[config.mk]
export PLATFORM = sky130hd
export DESIGN_NAME = rtc_status_interrupt_control
export DESIGN_NICKNAME = d
export VERILOG_FILES = /design/src/core/rtc_pkg.sv /design/src/core/timebase_if.sv /design/src/core/rtc_timebase.sv /design/src/core/rtc_status_interrupt_control.sv
export VERILOG_INCLUDE_DIRS = /design/src /design/src/core
export SDC_FILE = /design/constraint.sdc
export NUM_CORES = 1
export LEC_CHECK = 0
export BUFFER_PORTS_ARGS = -buffer_cell sky130_fd_sc_hd__buf_2
export CAP_MARGIN = 20
export CORE_ASPECT_RATIO = 0.9
export CORE_UTILIZATION = 56
export DETAILED_ROUTE_END_ITERATION = 12
export GPL_TIMING_DRIVEN = 1
export PLACE_DENSITY_LB_ADDON = 0.3
export SLEW_MARGIN = 20
export SYNTH_ARGS = -nofsm -noshare
export SYNTH_HDL_FRONTEND = slang
export SYNTH_SLANG_ARGS = --single-unit
[constraint.sdc]
create_clock -name pclk -period 4.3 [get_ports pclk]
set_input_delay 0.215 -clock pclk [delete_from_list [all_inputs] [get_ports pclk]]
set_output_delay 0.215 -clock pclk [all_outputs]
set_load 0.005 [all_outputs]
[src/core/rtc_consts.svh]
/*
 * Constants of the clock status and control block: register indices, field
 * positions, power-on values and timebase counts.
 * Assumes inclusion by bare name from every file that needs a figure.
 */
`ifndef RTC_CONSTS_SVH
`define RTC_CONSTS_SVH

// clock and timebase
`define CLK_HZ          50000000
`define TIMEBASE_HZ     32768
`define TICK_DIV        (`CLK_HZ / `TIMEBASE_HZ)
`define LEAD_MS         122
`define LEAD_TICKS      ((`LEAD_MS * `TIMEBASE_HZ + 999) / 1000)
`define UPDATE_TICKS    8
`define CHAIN_LEN       15

// register indices; byte address is four times the index
`define ADDR_W          12
`define IDX_A           10'h00A
`define IDX_B           10'h00B
`define IDX_C           10'h00C
`define IDX_D           10'h00D
`define IDX_XA          10'h04A
`define IDX_XB          10'h04B

// control A fields
`define A_UIP           7
`define A_CHAIN_HOLD    6
`define A_OSC_ON        5
`define A_BANK          4

// control B fields
`define B_SET           7
`define B_PIE           6
`define B_AIE           5
`define B_UIE           4
`define B_RSVD          3
`define B_DM            2
`define B_H24           1
`define B_DSE           0

// extended status fields
`define XA_AUX          7
`define XA_UPDATE_PENDING         6
`define XA_PAB          3
`define XA_WF           1
`define XA_KF           0

// extended control fields
`define XB_ABE          7
`define XB_CS           5
`define XB_PRS          3
`define XB_WIE          1
`define XB_KSE          0

// power-on values
`define A_RST           8'h20
`define B_RST           8'h00
`define XA_RST          8'h08
`define XB_RST          8'hA9

`endif

[src/core/rtc_pkg.sv]
/*
 * Types of the clock status and control block: sequencer states and the
 * packed state records of both modules.
 * Assumes nothing of its surroundings.
 */
package rtc_pkg;

	typedef enum logic [1:0] {
		seq_idle,
		seq_lead,
		seq_busy
	} seq_state_t;

	typedef struct packed {
		logic [15:0] presc;
		logic [14:0] chain;
		seq_state_t  seq;
		logic [3:0]  seq_cnt;
		logic        periodic;
		logic        pending;
		logic        done;
	} timebase_state_t;

	typedef struct packed {
		logic [7:0]  reg_a;
		logic [7:0]  reg_b;
		logic [2:0]  evt;
		logic [7:0]  xa;
		logic [7:0]  xb;
		logic [2:0]  rd_snap;
		logic [31:0] prdata;
		logic        pready;
		logic        pslverr;
		logic        irq_n;
		logic        pwr_n;
		logic        pwr_oe;
		logic        fall_done;
		logic        jump_fwd;
		logic        jump_back;
		logic        upd_strobe;
		logic        main_q;
		logic        kick_q;
		logic        aux_q;
		logic        vrt_q;
	} ctrl_state_t;

endpackage

[src/core/timebase_if.sv]
/*
 * Link between the register block and the timebase.
 * Assumes both ends run on the same clock.
 */
`timescale 1ns/1ps

interface timebase_if;
	logic       osc_on;
	logic       chain_hold;
	logic       set_inhibit;
	logic [3:0] rate_sel;
	logic       periodic_pulse;
	logic       update_pending;
	logic       update_done;

	modport ctrl (
		output osc_on,
		output chain_hold,
		output set_inhibit,
		output rate_sel,
		input  periodic_pulse,
		input  update_pending,
		input  update_done
	);

	modport timer (
		input  osc_on,
		input  chain_hold,
		input  set_inhibit,
		input  rate_sel,
		output periodic_pulse,
		output update_pending,
		output update_done
	);
endinterface : timebase_if

[src/core/rtc_timebase.sv]
/*
 * Timebase: prescaler from pclk to the 32 kHz tick, the 15-stage divider,
 * periodic tap edge detect and the once-a-second update sequencer.
 * Assumes the control end drives the timebase_if inputs from flip-flops.
 */
`timescale 1ns/1ps
`include "rtc_consts.svh"

module rtc_timebase #(
	parameter int PRESCALE = `TICK_DIV
) (
	// clock and reset
	input  wire logic     pclk,
	input  wire logic     presetn,
	// control link
	timebase_if.timer     tb
);

	rtc_pkg::timebase_state_t s;
	rtc_pkg::timebase_state_t next_s;

	assign tb.periodic_pulse = s.periodic;
	assign tb.update_pending = s.pending;
	assign tb.update_done    = s.done;

	always_comb begin
		logic       tick;
		logic [3:0] tap;
		logic       tap_ok;
		next_s = s;
		tick = 1'b0;
		tap = 4'h0;
		tap_ok = 1'b0;
		next_s.periodic = 1'b0;
		next_s.done = 1'b0;
		// oscillator off freezes the prescaler and the divider, and sends the sequencer back to idle
		if (tb.osc_on) begin
			tick = (s.presc == 16'(PRESCALE - 1));
			next_s.presc = tick ? 16'h0000 : s.presc + 16'h0001;
		end
		if (tb.chain_hold)
			next_s.chain = 15'h0000;
		else if (tick)
			next_s.chain = s.chain + 15'h0001;
		// rate 1 and 2 reuse the slow taps, 3..15 run from 8 kHz down
		case (tb.rate_sel)
			4'h0: tap_ok = 1'b0;
			4'h1: begin
				tap = 4'h6;
				tap_ok = 1'b1;
			end
			4'h2: begin
				tap = 4'h7;
				tap_ok = 1'b1;
			end
			default: begin
				tap = tb.rate_sel - 4'h2;
				tap_ok = 1'b1;
			end
		endcase
		if (tap_ok && !s.chain[tap] && next_s.chain[tap])
			next_s.periodic = 1'b1;
		case (s.seq)
			rtc_pkg::seq_idle: begin
				if (tick && !tb.set_inhibit &&
				    next_s.chain == 15'((1 << `CHAIN_LEN) - `LEAD_TICKS)) begin
					next_s.seq = rtc_pkg::seq_lead;
					next_s.pending = 1'b1;
				end
			end
			rtc_pkg::seq_lead: begin
				if (tb.set_inhibit) begin
					next_s.seq = rtc_pkg::seq_idle;
					next_s.pending = 1'b0;
				end else if (tick && next_s.chain == 15'h0000) begin
					next_s.seq = rtc_pkg::seq_busy;
					next_s.seq_cnt = 4'h0;
				end
			end
			rtc_pkg::seq_busy: begin
				if (tb.set_inhibit) begin
					next_s.seq = rtc_pkg::seq_idle;
					next_s.pending = 1'b0;
				end else if (tick) begin
					next_s.seq_cnt = s.seq_cnt + 4'h1;
					if (s.seq_cnt == 4'(`UPDATE_TICKS - 1)) begin
						next_s.seq = rtc_pkg::seq_idle;
						next_s.pending = 1'b0;
						next_s.done = 1'b1;
					end
				end
			end
			default: next_s.seq = rtc_pkg::seq_idle;
		endcase
		if (!tb.osc_on || tb.chain_hold) begin
			next_s.seq = rtc_pkg::seq_idle;
			next_s.pending = 1'b0;
		end
	end

	always_ff @(posedge pclk or negedge presetn) begin
		if (!presetn)
			s <= '0;
		else
			s <= next_s;
	end

endmodule // rtc_timebase

[src/core/rtc_status_interrupt_control.sv]
/*
 * Status, interrupt-flag and extended control registers of the battery
 * backed clock, reached over APB, with the interrupt and power-request pins.
 * Assumes the time counters, alarm comparators and calendar sit outside and
 * report matches as synchronous levels; presetn marks the first power-up.
 */
`timescale 1ns/1ps
`include "rtc_consts.svh"

module rtc_status_interrupt_control #(
	parameter int PRESCALE = `TICK_DIV
) (
	// clock and reset
	input  wire logic                 pclk,
	input  wire logic                 presetn,
	// APB slave
	input  wire logic                 psel,
	input  wire logic                 penable,
	input  wire logic                 pwrite,
	input  wire logic [`ADDR_W-1:0]   paddr,
	input  wire logic [31:0]          pwdata,
	output logic      [31:0]          prdata,
	output logic                      pready,
	output logic                      pslverr,
	// reports from the time and calendar logic
	input  wire logic                 alarm_match,
	input  wire logic                 wake_alarm_match,
	input  wire logic                 dst_spring_point,
	input  wire logic                 dst_fall_point,
	// supplies and pins
	input  wire logic                 main_supply_ok,
	input  wire logic                 aux_supply_pin,
	input  wire logic                 battery_good,
	input  wire logic                 wake_button_in,
	output logic                      irq_out_n,
	output logic                      power_request_n,
	output logic                      power_request_oe,
	// controls to the time and calendar logic
	output logic                      binary_format,
	output logic                      hour_24,
	output logic                      dst_enable,
	output logic                      update_strobe,
	output logic                      dst_jump_fwd,
	output logic                      dst_jump_back,
	// analogue and oscillator controls
	output logic                      aux_supply_enable,
	output logic                      xtal_load_sel,
	output logic                      osc_on,
	output logic                      chain_hold
);

	rtc_pkg::ctrl_state_t s;
	rtc_pkg::ctrl_state_t next_s;

	timebase_if tbl ();

	rtc_timebase #(
		.PRESCALE (PRESCALE)
	) u_timebase (
		.pclk    (pclk),
		.presetn (presetn),
		.tb      (tbl.timer)
	);

	// the timebase sees only flopped controls
	assign tbl.osc_on      = s.reg_a[`A_OSC_ON];
	assign tbl.chain_hold  = s.reg_a[`A_CHAIN_HOLD] & s.reg_a[`A_OSC_ON];
	assign tbl.set_inhibit = s.reg_b[`B_SET];
	assign tbl.rate_sel    = s.reg_a[3:0];

	assign prdata            = s.prdata;
	assign pready            = s.pready;
	assign pslverr           = s.pslverr;
	assign irq_out_n         = s.irq_n;
	assign power_request_n   = s.pwr_n;
	assign power_request_oe  = s.pwr_oe;
	assign binary_format     = s.reg_b[`B_DM];
	assign hour_24           = s.reg_b[`B_H24];
	assign dst_enable        = s.reg_b[`B_DSE];
	assign update_strobe     = s.upd_strobe;
	assign dst_jump_fwd      = s.jump_fwd;
	assign dst_jump_back     = s.jump_back;
	assign aux_supply_enable = s.xb[`XB_ABE];
	assign xtal_load_sel     = s.xb[`XB_CS];
	assign osc_on            = s.reg_a[`A_OSC_ON];
	assign chain_hold        = s.reg_a[`A_CHAIN_HOLD];

	always_comb begin
		logic [9:0] idx;
		logic       bank;
		logic       hit_a;
		logic       hit_b;
		logic       hit_c;
		logic       hit_d;
		logic       hit_xa;
		logic       hit_xb;
		logic       mapped;
		logic       done;
		logic       access;
		logic [7:0] wd;
		logic [7:0] rd;
		logic [2:0] clr;
		logic [2:0] evt_set;
		logic       cur_irq;
		logic       summary;
		logic       kick_fall;

		next_s = s;
		idx = paddr[`ADDR_W-1:2];
		bank = s.reg_a[`A_BANK];
		hit_a = (idx == `IDX_A);
		hit_b = (idx == `IDX_B);
		hit_c = (idx == `IDX_C);
		hit_d = (idx == `IDX_D);
		hit_xa = bank && (idx == `IDX_XA);
		hit_xb = bank && (idx == `IDX_XB);
		mapped = (paddr[1:0] == 2'b00) && (hit_a || hit_b || hit_c || hit_d || hit_xa || hit_xb);
		done = tbl.update_done;
		access = psel && penable && s.pready;
		wd = pwdata[7:0];
		clr = 3'b000;
		rd = 8'h00;
		kick_fall = s.kick_q && !wake_button_in;
		evt_set = {tbl.periodic_pulse, done && alarm_match, done};

		cur_irq = |(s.evt & s.reg_b[`B_PIE:`B_UIE]) ||
		          (s.xa[`XA_WF] && s.xb[`XB_WIE]) ||
		          (s.xa[`XA_KF] && s.xb[`XB_KSE]);

		next_s.jump_fwd = 1'b0;
		next_s.jump_back = 1'b0;
		next_s.upd_strobe = done;
		next_s.main_q = main_supply_ok;
		next_s.kick_q = wake_button_in;
		next_s.aux_q = aux_supply_pin;
		next_s.vrt_q = battery_good;

		// read data is sampled in the setup cycle and held through access
		if (hit_a)
			rd = {tbl.update_pending, s.reg_a[6:0]};
		else if (hit_b)
			rd = {s.reg_b[7:4], 1'b0, s.reg_b[2:0]};
		else if (hit_c)
			rd = {cur_irq, s.evt, 4'h0};
		else if (hit_d)
			rd = {s.vrt_q, 7'h00};
		else if (hit_xa)
			rd = {s.aux_q, tbl.update_pending, s.xa[5:0]};
		else if (hit_xb)
			rd = s.xb;

		if (psel && !penable) begin
			next_s.pready = 1'b1;
			next_s.pslverr = !mapped;
			next_s.prdata = (mapped && !pwrite) ? {24'h000000, rd} : 32'h00000000;
			// only bits shown to software may be cleared by this read
			next_s.rd_snap = (hit_c && !pwrite) ? s.evt : 3'b000;
		end else begin
			next_s.pready = 1'b0;
			next_s.pslverr = 1'b0;
		end

		if (access && mapped && pwrite) begin
			if (hit_a)
				next_s.reg_a[6:0] = wd[6:0];
			if (hit_b) begin
				next_s.reg_b = wd;
				next_s.reg_b[`B_RSVD] = 1'b0;
				if (wd[`B_SET])
					next_s.reg_b[`B_UIE] = 1'b0;
			end
			if (hit_xa)
				next_s.xa[5:0] = wd[5:0];
			if (hit_xb)
				next_s.xb = wd;
		end
		if (access && mapped && !pwrite && hit_c)
			clr = s.rd_snap;

		// a set in the clearing cycle wins
		next_s.evt = (s.evt & ~clr) | evt_set;
		if (done && wake_alarm_match)
			next_s.xa[`XA_WF] = 1'b1;
		if (kick_fall && s.xb[`XB_KSE])
			next_s.xa[`XA_KF] = 1'b1;

		if ((next_s.xa[`XA_WF] && next_s.xb[`XB_WIE]) || (next_s.xa[`XA_KF] && next_s.xb[`XB_KSE]))
			next_s.xa[`XA_PAB] = 1'b0;

		// main supply returning counts as a power-on
		if (main_supply_ok && !s.main_q) begin
			next_s.reg_a[`A_OSC_ON] = 1'b1;
			next_s.reg_a[`A_CHAIN_HOLD] = 1'b0;
		end

		if (done && s.reg_b[`B_DSE]) begin
			if (dst_spring_point) begin
				next_s.jump_fwd = 1'b1;
				next_s.fall_done = 1'b0;
			end
			// the repeated hour must not step back a second time
			if (dst_fall_point && !s.fall_done) begin
				next_s.jump_back = 1'b1;
				next_s.fall_done = 1'b1;
			end
		end

		summary = |(next_s.evt & next_s.reg_b[`B_PIE:`B_UIE]) ||
		          (next_s.xa[`XA_WF] && next_s.xb[`XB_WIE]) ||
		          (next_s.xa[`XA_KF] && next_s.xb[`XB_KSE]);
		// with main supply absent the interrupt waits, the power pin does not if XB_PRS is set
		next_s.irq_n = !(summary && main_supply_ok);
		next_s.pwr_n = next_s.xa[`XA_PAB];
		next_s.pwr_oe = main_supply_ok || next_s.xb[`XB_PRS];
	end

	always_ff @(posedge pclk or negedge presetn) begin
		if (!presetn) begin
			s <= '0;
			s.reg_a <= `A_RST;
			s.reg_b <= `B_RST;
			s.xa <= `XA_RST;
			s.xb <= `XB_RST;
			s.irq_n <= 1'b1;
			s.pwr_n <= 1'b1;
			s.pwr_oe <= 1'b1;
			s.kick_q <= 1'b1;
		end else begin
			s <= next_s;
		end
	end

endmodule // rtc_status_interrupt_control

==> out/qor.csv, run 1 <==
stage,metric,value,unit
outcome,status,completed,
global_route,vias in the first global route,4131,
timing,Pins Over Slew Limit,0,
clocking,CTS tree,built,
synth,Post-Synth XOR/XNOR Area,0.0367,
die,starting density of the core,0.590,
timing,TNS Setup,0,ns
worst_setup_path,"Largest stage delay, worst path",0.64,ns
global_route,largest net degree at the start of global routing,59,
drt,"antenna viol nets, final",0,
drt,TritonRoute pass-1 iters,5,
placement,Port Buf Inserts,55,
die,Horiz. Die Dim,106,um
synth,Post-Syn Area,5490,sq um
layout,Synth-to-Final Area Change,7.71,%
synth,#FFs+latches synth,94,
synth,number of synthesized flops with an enable pin,0,
synth,Yosys top cell area share,0.388,
power,P_leak,0.00274,uW
synth,mux cell area share after synthesis,0.0639,
synth,"top cells by area, synth","dfrtp_1 (39%), mux2_2 (4.7%), buf_4 (4.4%)",
placement,Area after DPL,5680,sq um
layout,design area,5910,sq um
synth,Ys Warns,0,
hold_path,Worst Hold Class,in2reg,
layout,share of cells above drive strength 1,0.196,
worst_setup_path,Critical Path Source Type,flip-flop,
timing,final setup violation count,0,
flow_run,Max Cap Viol,0,
worst_setup_path,Crit path required time,4.55,ns
placement,hpwl dp,8800,um
worst_setup_path,crit path kind,reg2reg,
drt,Initial DRC Count,378,
clocking,Clock Sinks,94,
layout,Fill cells,779,
synth,Synth Area in Compound Gates,0.168,
clocking,Clock Path Buffers,2,
timing,RSZ-0062 raised after global routing,no,
timing,Fmax,280,MHz
die,num rows,33,
die,full die area,10200,sq um
synth,Synth area leader,dfrtp_1,
layout,n_diodes,0,
synth,Post-Synth Simple-Gate Area,0.198,
worst_setup_path,Setup crit end kind,flip-flop,
placement,gp weighted congestion,0.936,
layout,multi-input combinational cell area,2760,sq um
timing,worst rel slew slack,0.491,
global_route,Tot GR Track Use,0.253,
drt,drt total wl,12400,um
drt,Via density,6.04,
timing,Final WS setup,0.734,ns
worst_setup_path,crit path cell chain,or4_4 -> or4_4 -> o311ai_2 -> o41ai_2 -> nor4_4 -> nand3_2 -> a211oi_4 -> mux2_1,
worst_setup_path,Worst path most repeated cell,or4_4,
synth,Synth async-reset ratio,1.00,
drt,wire per inst,16.7,um
drt,DR vias,4463,
worst_setup_path,CP Max Fanout,23,
power,Power per Cell Area,300,nW/um^2
layout,max reg flops,37,
synth,Mapped Cells,574,
clocking,"Clk Latency, worst-skew pair",0.36,ns
global_route,global-route wire length before repair,20200,um
clocking,Post-CTS Resized,0,
worst_setup_path,Worst Path Buf+Inv,0,
clocking,Root Driver,clkbuf_8,
synth,syn_area_per_cell,9.56,sq um
power,VDD IR max,0.000243,V
timing,Final Skew,0.0128,ns
synth,Netlist cell types,75,
global_route,grt ovf,0,
worst_setup_path,crit path DAT,3.82,ns
global_route,initial antenna violation count,0,
timing,minimum clock period,3.57,ns
timing,final hold vios,0,
worst_setup_path,crit path max-delay cell type,or4_4,
layout,Seq. cell area,2360,sq um
die,# IOs,104,
synth,Adder-Cell Fraction of Synth Area,0.0205,
drt,residual DRC count,0,
placement,dpl ws,0.767,ns
worst_setup_path,critical path's top delay family,simple AND/OR/NAND/NOR gates,
clocking,Worst-path clk slew,0.10,ns
timing,Final Cycle Share,0.829,
layout,Final nets,678,
synth,"Primary FF master, synth",dfrtp_1,
clocking,H-tree level count,3,
timing,Worst-Margin Slew,0.763,ns
clocking,CTS Buf Count,9,
layout,Largest Register,u_timebase.s,
die,Die Y,95.9,um
synth,main combinational cell family by area after synthesis,simple AND/OR/NAND/NOR gates,
power,total power,1770,uW
die,Core Region,9290,sq um
synth,sequential fraction of the synthesis area,0.431,
## what timing repair did
action | in CTS | in global routing
hold endpoints to repair | 53 | 0
buffers inserted | 0 | 0
hold buffers | 4 | 0
## cells in the mapped netlist (10+ instances only)
| library cell | number |
|---|---|
| mux2_2 | 23 |
| nand4_1 | 12 |
| nor2_1 | 40 |
| nand3_1 | 13 |
| clkbuf_1 | 23 |
| xnor2_1 | 14 |
| dfrtp_1 | 85 |
| nand2_1 | 55 |
| inv_1 | 23 |
| nor3_1 | 12 |
| a21oi_1 | 25 |
| o21ai_0 | 19 |
| buf_4 | 32 |
| a22oi_1 | 10 |
## cells by family after synthesis
family                     Yosys count
xor gates and xnor gates            23
muxes                               32
DFF                                 94
buffers and inverters               84
adders and majority gates            9
other                                1
AOI/OAI and AO/OA                  129
and+or+nand+nor                    202
## final cells by class
class / count / area share
multi-input cells: 419 / 0.468
flip-flops and latches: 94 / 0.400
repair buffers: 64 / 0.0601
well taps: 122 / 0.0258
clock buffers: 10 / 0.0233
inverters: 24 / 0.0152
clock inverters: 6 / 0.00784
## power breakdown
part	internal [uW]	switching, uW	total (uW)
clock network	229	321	551
registers	934	50.2	984
logic	98.6	139	238
## routing by layer
layer | global-route usage | share of wire | vias to the layer above
li1 | - | - | 2103
met1 | 0.342 | 0.44 | 2167
met5 | 0 | 0 | -
met2 | 0.416 | 0.48 | 174
met4 | 0.0787 | 0.016 | 0
met3 | 0.0467 | 0.064 | 19
## cell usage in the layout, fill, tap and decap left out, types with 4 or more instances in the layout
| cell type | netlist | routed |
|---|---|---|
| mux2_2 | 23 | 23 |
| o21bai_1 | 4 | 4 |
| or4_1 | 7 | 7 |
| conb_1 | 1 | 24 |
| xnor2_1 | 14 | 14 |
| a21oi_1 | 25 | 25 |
| nor2b_1 | 7 | 7 |
| nor3b_1 | 5 | 5 |
| xor2_1 | 9 | 9 |
| o21ai_0 | 19 | 19 |
| clkbuf_8 | 0 | 10 |
| a22oi_1 | 10 | 10 |
| or3_1 | 8 | 8 |
| inv_1 | 23 | 23 |
| ha_1 | 9 | 9 |
| dfrtp_1 | 85 | 85 |
| buf_2 | 1 | 54 |
| buf_4 | 32 | 6 |
| and3_1 | 6 | 6 |
| nor2_1 | 40 | 40 |
| o31ai_1 | 9 | 9 |
| a21o_1 | 7 | 7 |
| a221oi_1 | 6 | 6 |
| o22ai_1 | 5 | 5 |
| mux2i_1 | 8 | 8 |
| a211oi_1 | 9 | 9 |
| nand2b_1 | 9 | 9 |
| dfstp_2 | 9 | 9 |
| nand2_1 | 55 | 55 |
| nand4_1 | 12 | 12 |
| a31oi_1 | 4 | 4 |
| and4_1 | 4 | 4 |
| dlygate4sd3_1 | 0 | 4 |
| nor3_1 | 12 | 12 |
| nand3_1 | 13 | 13 |
| and2_1 | 4 | 4 |
## stage by stage
stage | util | cells | hold slack, ns
2_1_floorplan | - | 597 | -0.0806
3_3_place_gp | 0.612 | 719 | 0.318
3_5_place_dp | 0.612 | 719 | 0.325
4_1_cts | 0.636 | 739 | 0.0136
5_1_grt | 0.636 | 739 | 0.00787
6_report | 0.636 | 739 | 0.0288
## path summary, 6_finish.rpt
check                                 startpoint               to  cells past startpoint  slack (ns)
min in group asynchronous                presetn        prdata[2]                      2        0.46
worst min register to register              s[3]           osc_on                      1        0.45
worst max register to register  u_timebase.s[36]  u_timebase.s[3]                      8        0.73
max in group asynchronous                presetn            s[51]                      3        2.83
worst min-delay path              main_supply_ok             s[3]                      1        0.03
worst max-delay path            u_timebase.s[36]  u_timebase.s[3]                      8        0.73
## worst reg2reg max path: stages (launching register included)
cell and delay (ns):
dfrtp_1 0.42, or4_4 0.55, or4_4 0.64, o311ai_2 0.38, o41ai_2 0.23, nor4_4 0.35, nand3_2 0.19, a211oi_4 0.35
mux2_1 0.35
No activity file was read; power rests on OpenSTA's default activity.
==> run 2, diff against run 1 <==
ABC_AREA = 1   (was default)
CORE_UTILIZATION = 57   (was 56)
clock period = 3.7 ns   (was 4.3 ns; I/O delays follow)
==> run 2 against run 1 <==
Net effect: core utilization grew 1.6 points; die area grew 4.2%; cell count grew 32%; synthesized cell count grew 38%; critical path depth grew 5; highest routed layer unchanged; critical path type unchanged.
==> out/qor.csv, run 2 <==
stage,metric,value,unit
outcome,status,completed,
drt,wire per inst,15.2,um
synth,Mapped Cells,791,
synth,Synth area leader,dfrtp_1,
synth,Post-Synth XOR/XNOR Area,0.00903,
die,num rows,34,
layout,Synth-to-Final Area Change,9.67,%
placement,Area after DPL,6050,sq um
worst_setup_path,"reg-to-reg slack, setup",1.04,ns
timing,minimum clock period,2.66,ns
worst_setup_path,Crit path required time,3.93,ns
synth,Synth Area in Compound Gates,0.101,
timing,TNS Setup,0,ns
die,Die Y,97.9,um
synth,number of synthesized flops with an enable pin,0,
worst_setup_path,Worst Path Buf+Inv,1,
drt,"antenna viol nets, final",0,
layout,n_diodes,0,
synth,"top cells by area, synth","dfrtp_1 (37%), nand2_1 (13%), inv_1 (7.0%)",
global_route,Tot GR Track Use,0.296,
synth,Synth async-reset ratio,1.00,
synth,main combinational cell family by area after synthesis,simple AND/OR/NAND/NOR gates,
drt,drt total wl,14900,um
global_route,initial antenna violation count,0,
synth,sequential fraction of the synthesis area,0.406,
synth,"Primary FF master, synth",dfrtp_1,
worst_setup_path,crit path cell chain,nand2_1 -> nor2_1 -> nand2_2 -> nor2_4 -> nand2_1 -> nand3_1 -> nand2_1 -> nor2_2 -> nand2_2 -> o21ai_4 -> nand2_2 -> o21ai_1 -> inv_1,
layout,share of cells above drive strength 1,0.153,
layout,most frequent cells in the layout,"nand2_1 (203), inv_1 (108), nor2_1 (87)",
timing,final hold vios,0,
worst_setup_path,crit path DAT,2.89,ns
timing,Worst-Margin Slew,0.916,ns
clocking,CTS Buf Count,9,
hold_path,Worst Hold Class,in2reg,
synth,Adder-Cell Fraction of Synth Area,0.0193,
global_route,grt ovf,0,
worst_setup_path,"Largest stage delay, worst path",0.70,ns
die,starting density of the core,0.595,
clocking,"Clk Latency, worst-skew pair",0.35,ns
global_route,global-route wire length before repair,24300,um
power,P_leak,0.00333,uW
layout,Final nets,910,
placement,Port Buf Inserts,55,
layout,Final Util,0.652,
layout,max reg flops,37,
synth,mux cell area share after synthesis,0,
synth,Yosys top cell area share,0.365,
layout,design area,6380,sq um
clocking,Worst-path clk slew,0.07,ns
die,Core Region,9780,sq um
power,Power per Cell Area,320,nW/um^2
placement,gp weighted congestion,0.914,
synth,Ys Warns,0,
clocking,Clock Path Buffers,2,
timing,Pins Over Slew Limit,0,
synth,Post-Synth Simple-Gate Area,0.337,
worst_setup_path,crit path kind,reg2reg,
flow_run,Max Cap Viol,0,
clocking,Root Driver,clkbuf_16,
timing,RSZ-0062 raised after global routing,no,
timing,Final Skew,0.0104,ns
worst_setup_path,Critical Path Source Type,flip-flop,
worst_setup_path,crit path max-delay cell type,dfstp_2,
drt,residual DRC count,0,
timing,Final Cycle Share,0.719,
placement,hpwl dp,11000,um
die,full die area,10600,sq um
worst_setup_path,CP Max Fanout,15,
drt,DR vias,5400,
drt,Initial DRC Count,427,
synth,#FFs+latches synth,94,
layout,Fill cells,844,
synth,Commonest cells post-synth,"nand2_1 (203), inv_1 (108), nor2_1 (87)",
synth,Post-Syn Area,5820,sq um
clocking,H-tree level count,3,
timing,final setup violation count,0,
global_route,vias in the first global route,5093,
global_route,largest net degree at the start of global routing,73,
synth,Netlist cell types,49,
die,# IOs,104,
synth,most numerous cell in the Yosys netlist,nand2_1,
worst_setup_path,Setup crit end kind,flip-flop,
timing,Fmax,376,MHz
power,VDD IR max,0.000257,V
synth,syn_area_per_cell,7.36,sq um
drt,TritonRoute pass-1 iters,6,
clocking,Clock Sinks,94,
clocking,CTS tree,built,
timing,Final WS setup,1.04,ns
drt,Via density,5.54,
clocking,Post-CTS Resized,0,
layout,Largest Register,u_timebase.s,
timing,worst rel slew slack,0.386,
layout,"commonest non-fill, non-tap cell in the layout",nand2_1,
die,Horiz. Die Dim,109,um
timing,worst hold slack,0.0124,ns
placement,dpl ws,1.09,ns
worst_setup_path,critical path's top delay family,simple AND/OR/NAND/NOR gates,
==> run 2: area by class of cell <==
type / count / area, sq um / share of cell area
Inverter: 116 / 435 / 0.0682
Clock buffer: 11 / 233 / 0.0365
Sequential cell: 94 / 2360 / 0.370
Multi-Input combinational cell: 563 / 2810 / 0.440
Timing Repair Buffer: 60 / 325 / 0.0510
Clock inverter: 5 / 60.1 / 0.00941
Tap cell: 126 / 158 / 0.0247
==> run 2: power breakdown <==
part | switching (uW) | total [uW] | internal, uW
clock network | 404 | 931 | 527
registers | 2.03 | 1040 | 1030
logic | 55.7 | 78.6 | 22.8
==> run 2: logic make-up (layout without fill, tap and decap cells) <==
family,after synthesis,after routing
buffers and inverters,157,192
other,1,24
flip-flops,94,94
adder cells (fa/ha/maj),9,9
XOR/XNOR,6,6
AO/OA/AOI/OAI,95,95
AND/OR/NAND/NOR,429,429
==> run 2: what timing repair did <==
item,4_1_cts,5_1_grt
setup buffers,0,0
endpoints found under the hold margin,6,0
hold buffers,4,0
==> run 2: per-stage QoR <==
stage	std cells	total power, uW
floorplan	814	1100
global placement	955	1130
detailed placement	955	1130
CTS	975	2070
global route	975	2110
finish	975	2050
==> run 2: final timing paths <==
path | endpoint | from | cells after the start
worst min-delay path | s[3] | main_supply_ok | 1
worst min register to register | prdata[7] | prdata[7] | 2
worst max-delay path | u_timebase.s[3] | osc_on | 13
worst max register to register | u_timebase.s[3] | osc_on | 13
max in group asynchronous | u_timebase.s[17] | presetn | 3
min in group asynchronous | u_timebase.s[6] | presetn | 2
==> run 2: per-layer routing <==
| layer | track usage | share of wire | up-vias |
|---|---|---|---|
| met5 | 0 | 0 | - |
| met4 | 0.0832 | 0.017 | 0 |
| met3 | 0.0741 | 0.095 | 30 |
| met2 | 0.468 | 0.46 | 264 |
| met1 | 0.402 | 0.43 | 2519 |
| li1 | - | - | 2587 |
==> run 3, diff against run 2 <==
ABC_AREA = 0   (was 1)
CORE_UTILIZATION = 51   (was 57)
clock period = 2.21 ns   (was 3.7 ns; I/O delays follow)
==> run 3 against run 2 <==
Net effect: the run now ends with DRC, setup timing left; sequential cell count is the same; highest routed layer unchanged; critical path type unchanged; hold slack better by 0.018 ns; clock skew is 0.0036 ns lower; sequential power rose by 81%.
==> out/qor.csv, run 3 (synthesis gave the netlist of run 1 again) <==
stage,metric,value,unit
worst_setup_path,Crit path required time,2.48,ns
worst_setup_path,RR Startpoint,u_timebase.s[39],
power,P_leak,0.00362,uW
placement,Port Buf Inserts,55,
timing,Final Skew,0.00686,ns
timing,TNS Setup,-9.81,ns
layout,n_diodes,0,
global_route,met1 Use GR,0.367,
layout,fin cells,878,
worst_setup_path,crit path DAT,3.49,ns
placement,hpwl dp,11100,um
power,cell internal pwr,3040,uW
hold_path,Hold EP,s[54],
worst_setup_path,Reg-to-Reg End,u_timebase.s[4],
global_route,global-route wire length before repair,24700,um
power,Power per Cell Area,563,nW/um^2
die,Core Region,10300,sq um
layout,Largest Register,u_timebase.s,
global_route,Tot GR Track Use,0.286,
worst_setup_path,CP Max Fanout,6,
timing,final setup violation count,22,
outcome,failing checks,"DRC, setup timing",
placement,gp weighted congestion,0.913,
global_route,initial antenna violation count,0,
timing,RSZ-0062 raised after global routing,yes,
power,switching power,1200,uW
global_route,largest net degree at the start of global routing,61,
global_route,routing usage on met2,0.474,
layout,Seq. cell area,2360,sq um
layout,max reg flops,37,
worst_setup_path,R2R depth,11,
hold_path,Hold Path Depth,2,
layout,share of cells above drive strength 1,0.410,
global_route,vias in the first global route,4940,
worst_setup_path,"reg-to-reg slack, setup",-1.01,ns
global_route,grt ovf,0,
clocking,Clock Path Buffers,2,
layout,multi-input combinational cell area,3190,sq um
power,VDD IR max,0.000737,V
layout,"commonest non-fill, non-tap cell in the layout",buf_4,
power,sequential power share,0.444,
global_route,gr busiest metal,met2,
timing,Final WS setup,-1.01,ns
drt,Initial DRC Count,439,
worst_setup_path,Setup crit end kind,flip-flop,
flow_run,Max Cap Viol,0,
outcome,status,"complete, but fails checks",
hold_path,Worst Hold Class,in2reg,
placement,Placed Instances,833,
layout,Fill cells,714,
clocking,Clock Sinks,94,
timing,Fmax,311,MHz
clocking,"Clk Latency, worst-skew pair",0.35,ns
clocking,H-tree level count,3,
die,Horiz. Die Dim,111,um
layout,most frequent cells in the layout,"buf_4 (123), dfrtp_1 (85), buf_2 (54)",
drt,residual DRC count,19,
layout,Synth-to-Final Area Change,37.2,%
timing,final hold vios,0,
timing,Pins Over Slew Limit,0,
die,Die Y,100,um
power,clock power share,0.392,
drt,wire per inst,18.4,um
global_route,met3 Usage GRT,0.0592,
hold_path,min-delay src,pwdata[6],
power,Comb power frac,0.163,
power,switching fraction of total power,0.283,
die,full die area,11200,sq um
die,num rows,35,
clocking,CTS tree,built,
die,# IOs,104,
clocking,Root Driver,clkbuf_16,
drt,Via density,5.94,
drt,TritonRoute pass-1 iters,9,
layout,Final nets,810,
clocking,CTS Buf Count,9,
timing,Final Cycle Share,1.46,
layout,Final Util,0.728,
die,starting density of the core,0.531,
worst_setup_path,Critical Path Source Type,flip-flop,
worst_setup_path,crit path kind,reg2reg,
timing,minimum clock period,3.22,ns
drt,"antenna viol nets, final",0,
clocking,Worst-path clk slew,0.07,ns
worst_setup_path,CP startpoint,u_timebase.s[39],
drt,DR vias,5212,
drt,drt total wl,16200,um
==> run 3: cell types whose count changed in the layout (fill, tap and decap cells not counted), moves of 20 or more <==
cell / before / now
buf_4: 2 / 123
inv_1: 108 / 23
mux2_2: 0 / 20
nand2_1: 203 / 52
nand3_1: 64 / 12
nor2_1: 87 / 36
o21ai_0: 38 / 18
==> run 3: timing repair <==
item / 4_1_cts / 5_1_grt
setup endpoints to repair: 19 / 26
pin swaps: 17 / 19
hold endpoints to repair: 35 / 0
buffers inserted: 11 / 13
gates resized for setup: 35 / 37
gates cloned: 1 / 0
hold buffers: 5 / 0
==> run 3: through the flow <==
stage          cell area (sq um)  setup slack [ns]  total power [uW]  hold WS (ns)
2_1_floorplan               5720            -0.808              2280        -0.185
3_3_place_gp                6640            -0.873              2490        0.0857
3_5_place_dp                6640            -0.949              2540        0.0940
4_1_cts                     7250            -0.893              4210        0.0230
5_1_grt                     7520             -1.08              4390        0.0390
6_report                    7520             -1.01              4230        0.0302
==> run 3: final cells by class <==
cell class / count / share of cell area
Clock buffer: 9 / 0.0299
Clock inverter: 7 / 0.0116
Inverter: 24 / 0.0120
Multi-Input combinational cell: 420 / 0.424
Sequential cell: 94 / 0.314
Tap cell: 129 / 0.0214
Timing Repair Buffer: 195 / 0.187
==> run 3: power groups by stage <==
stage	clock network [uW]	logic [uW]	registers, uW
6_report	1660	690	1880
5_1_grt	1740	759	1890
4_1_cts	1670	662	1880
3_5_place_dp	0	631	1910
3_3_place_gp	0	591	1900
2_1_floorplan	0	358	1920
==> run 3: worst max path at each step <==
stage	endpoint	slack, ns
finish	u_timebase.s[4]	-1.01
global route	u_timebase.s[4]	-1.08
CTS	u_timebase.s[4]	-0.89
detailed placement	u_timebase.s[6]	-0.95
global placement	u_timebase.s[8]	-0.87
floorplan	u_timebase.s[3]	-0.81
==> run 3: metal layers <==
layer,vias to the layer above,share of wire
met5,-,0
met4,0,0.025
met3,40,0.068
met2,229,0.48
met1,2568,0.43
li1,2375,-
==> run 3: worst max-delay path, cell delays in order, from the launching register on <==
cell,delay [ns]
dfrtp_1,0.38
or4_4,0.55
or4_4,0.51
buf_6,0.17
o21ai_1,0.25
a21oi_4,0.09
buf_4,0.16
nor3_4,0.25
nand3_4,0.13
a211oi_4,0.28
buf_6,0.15
mux2i_2,0.20
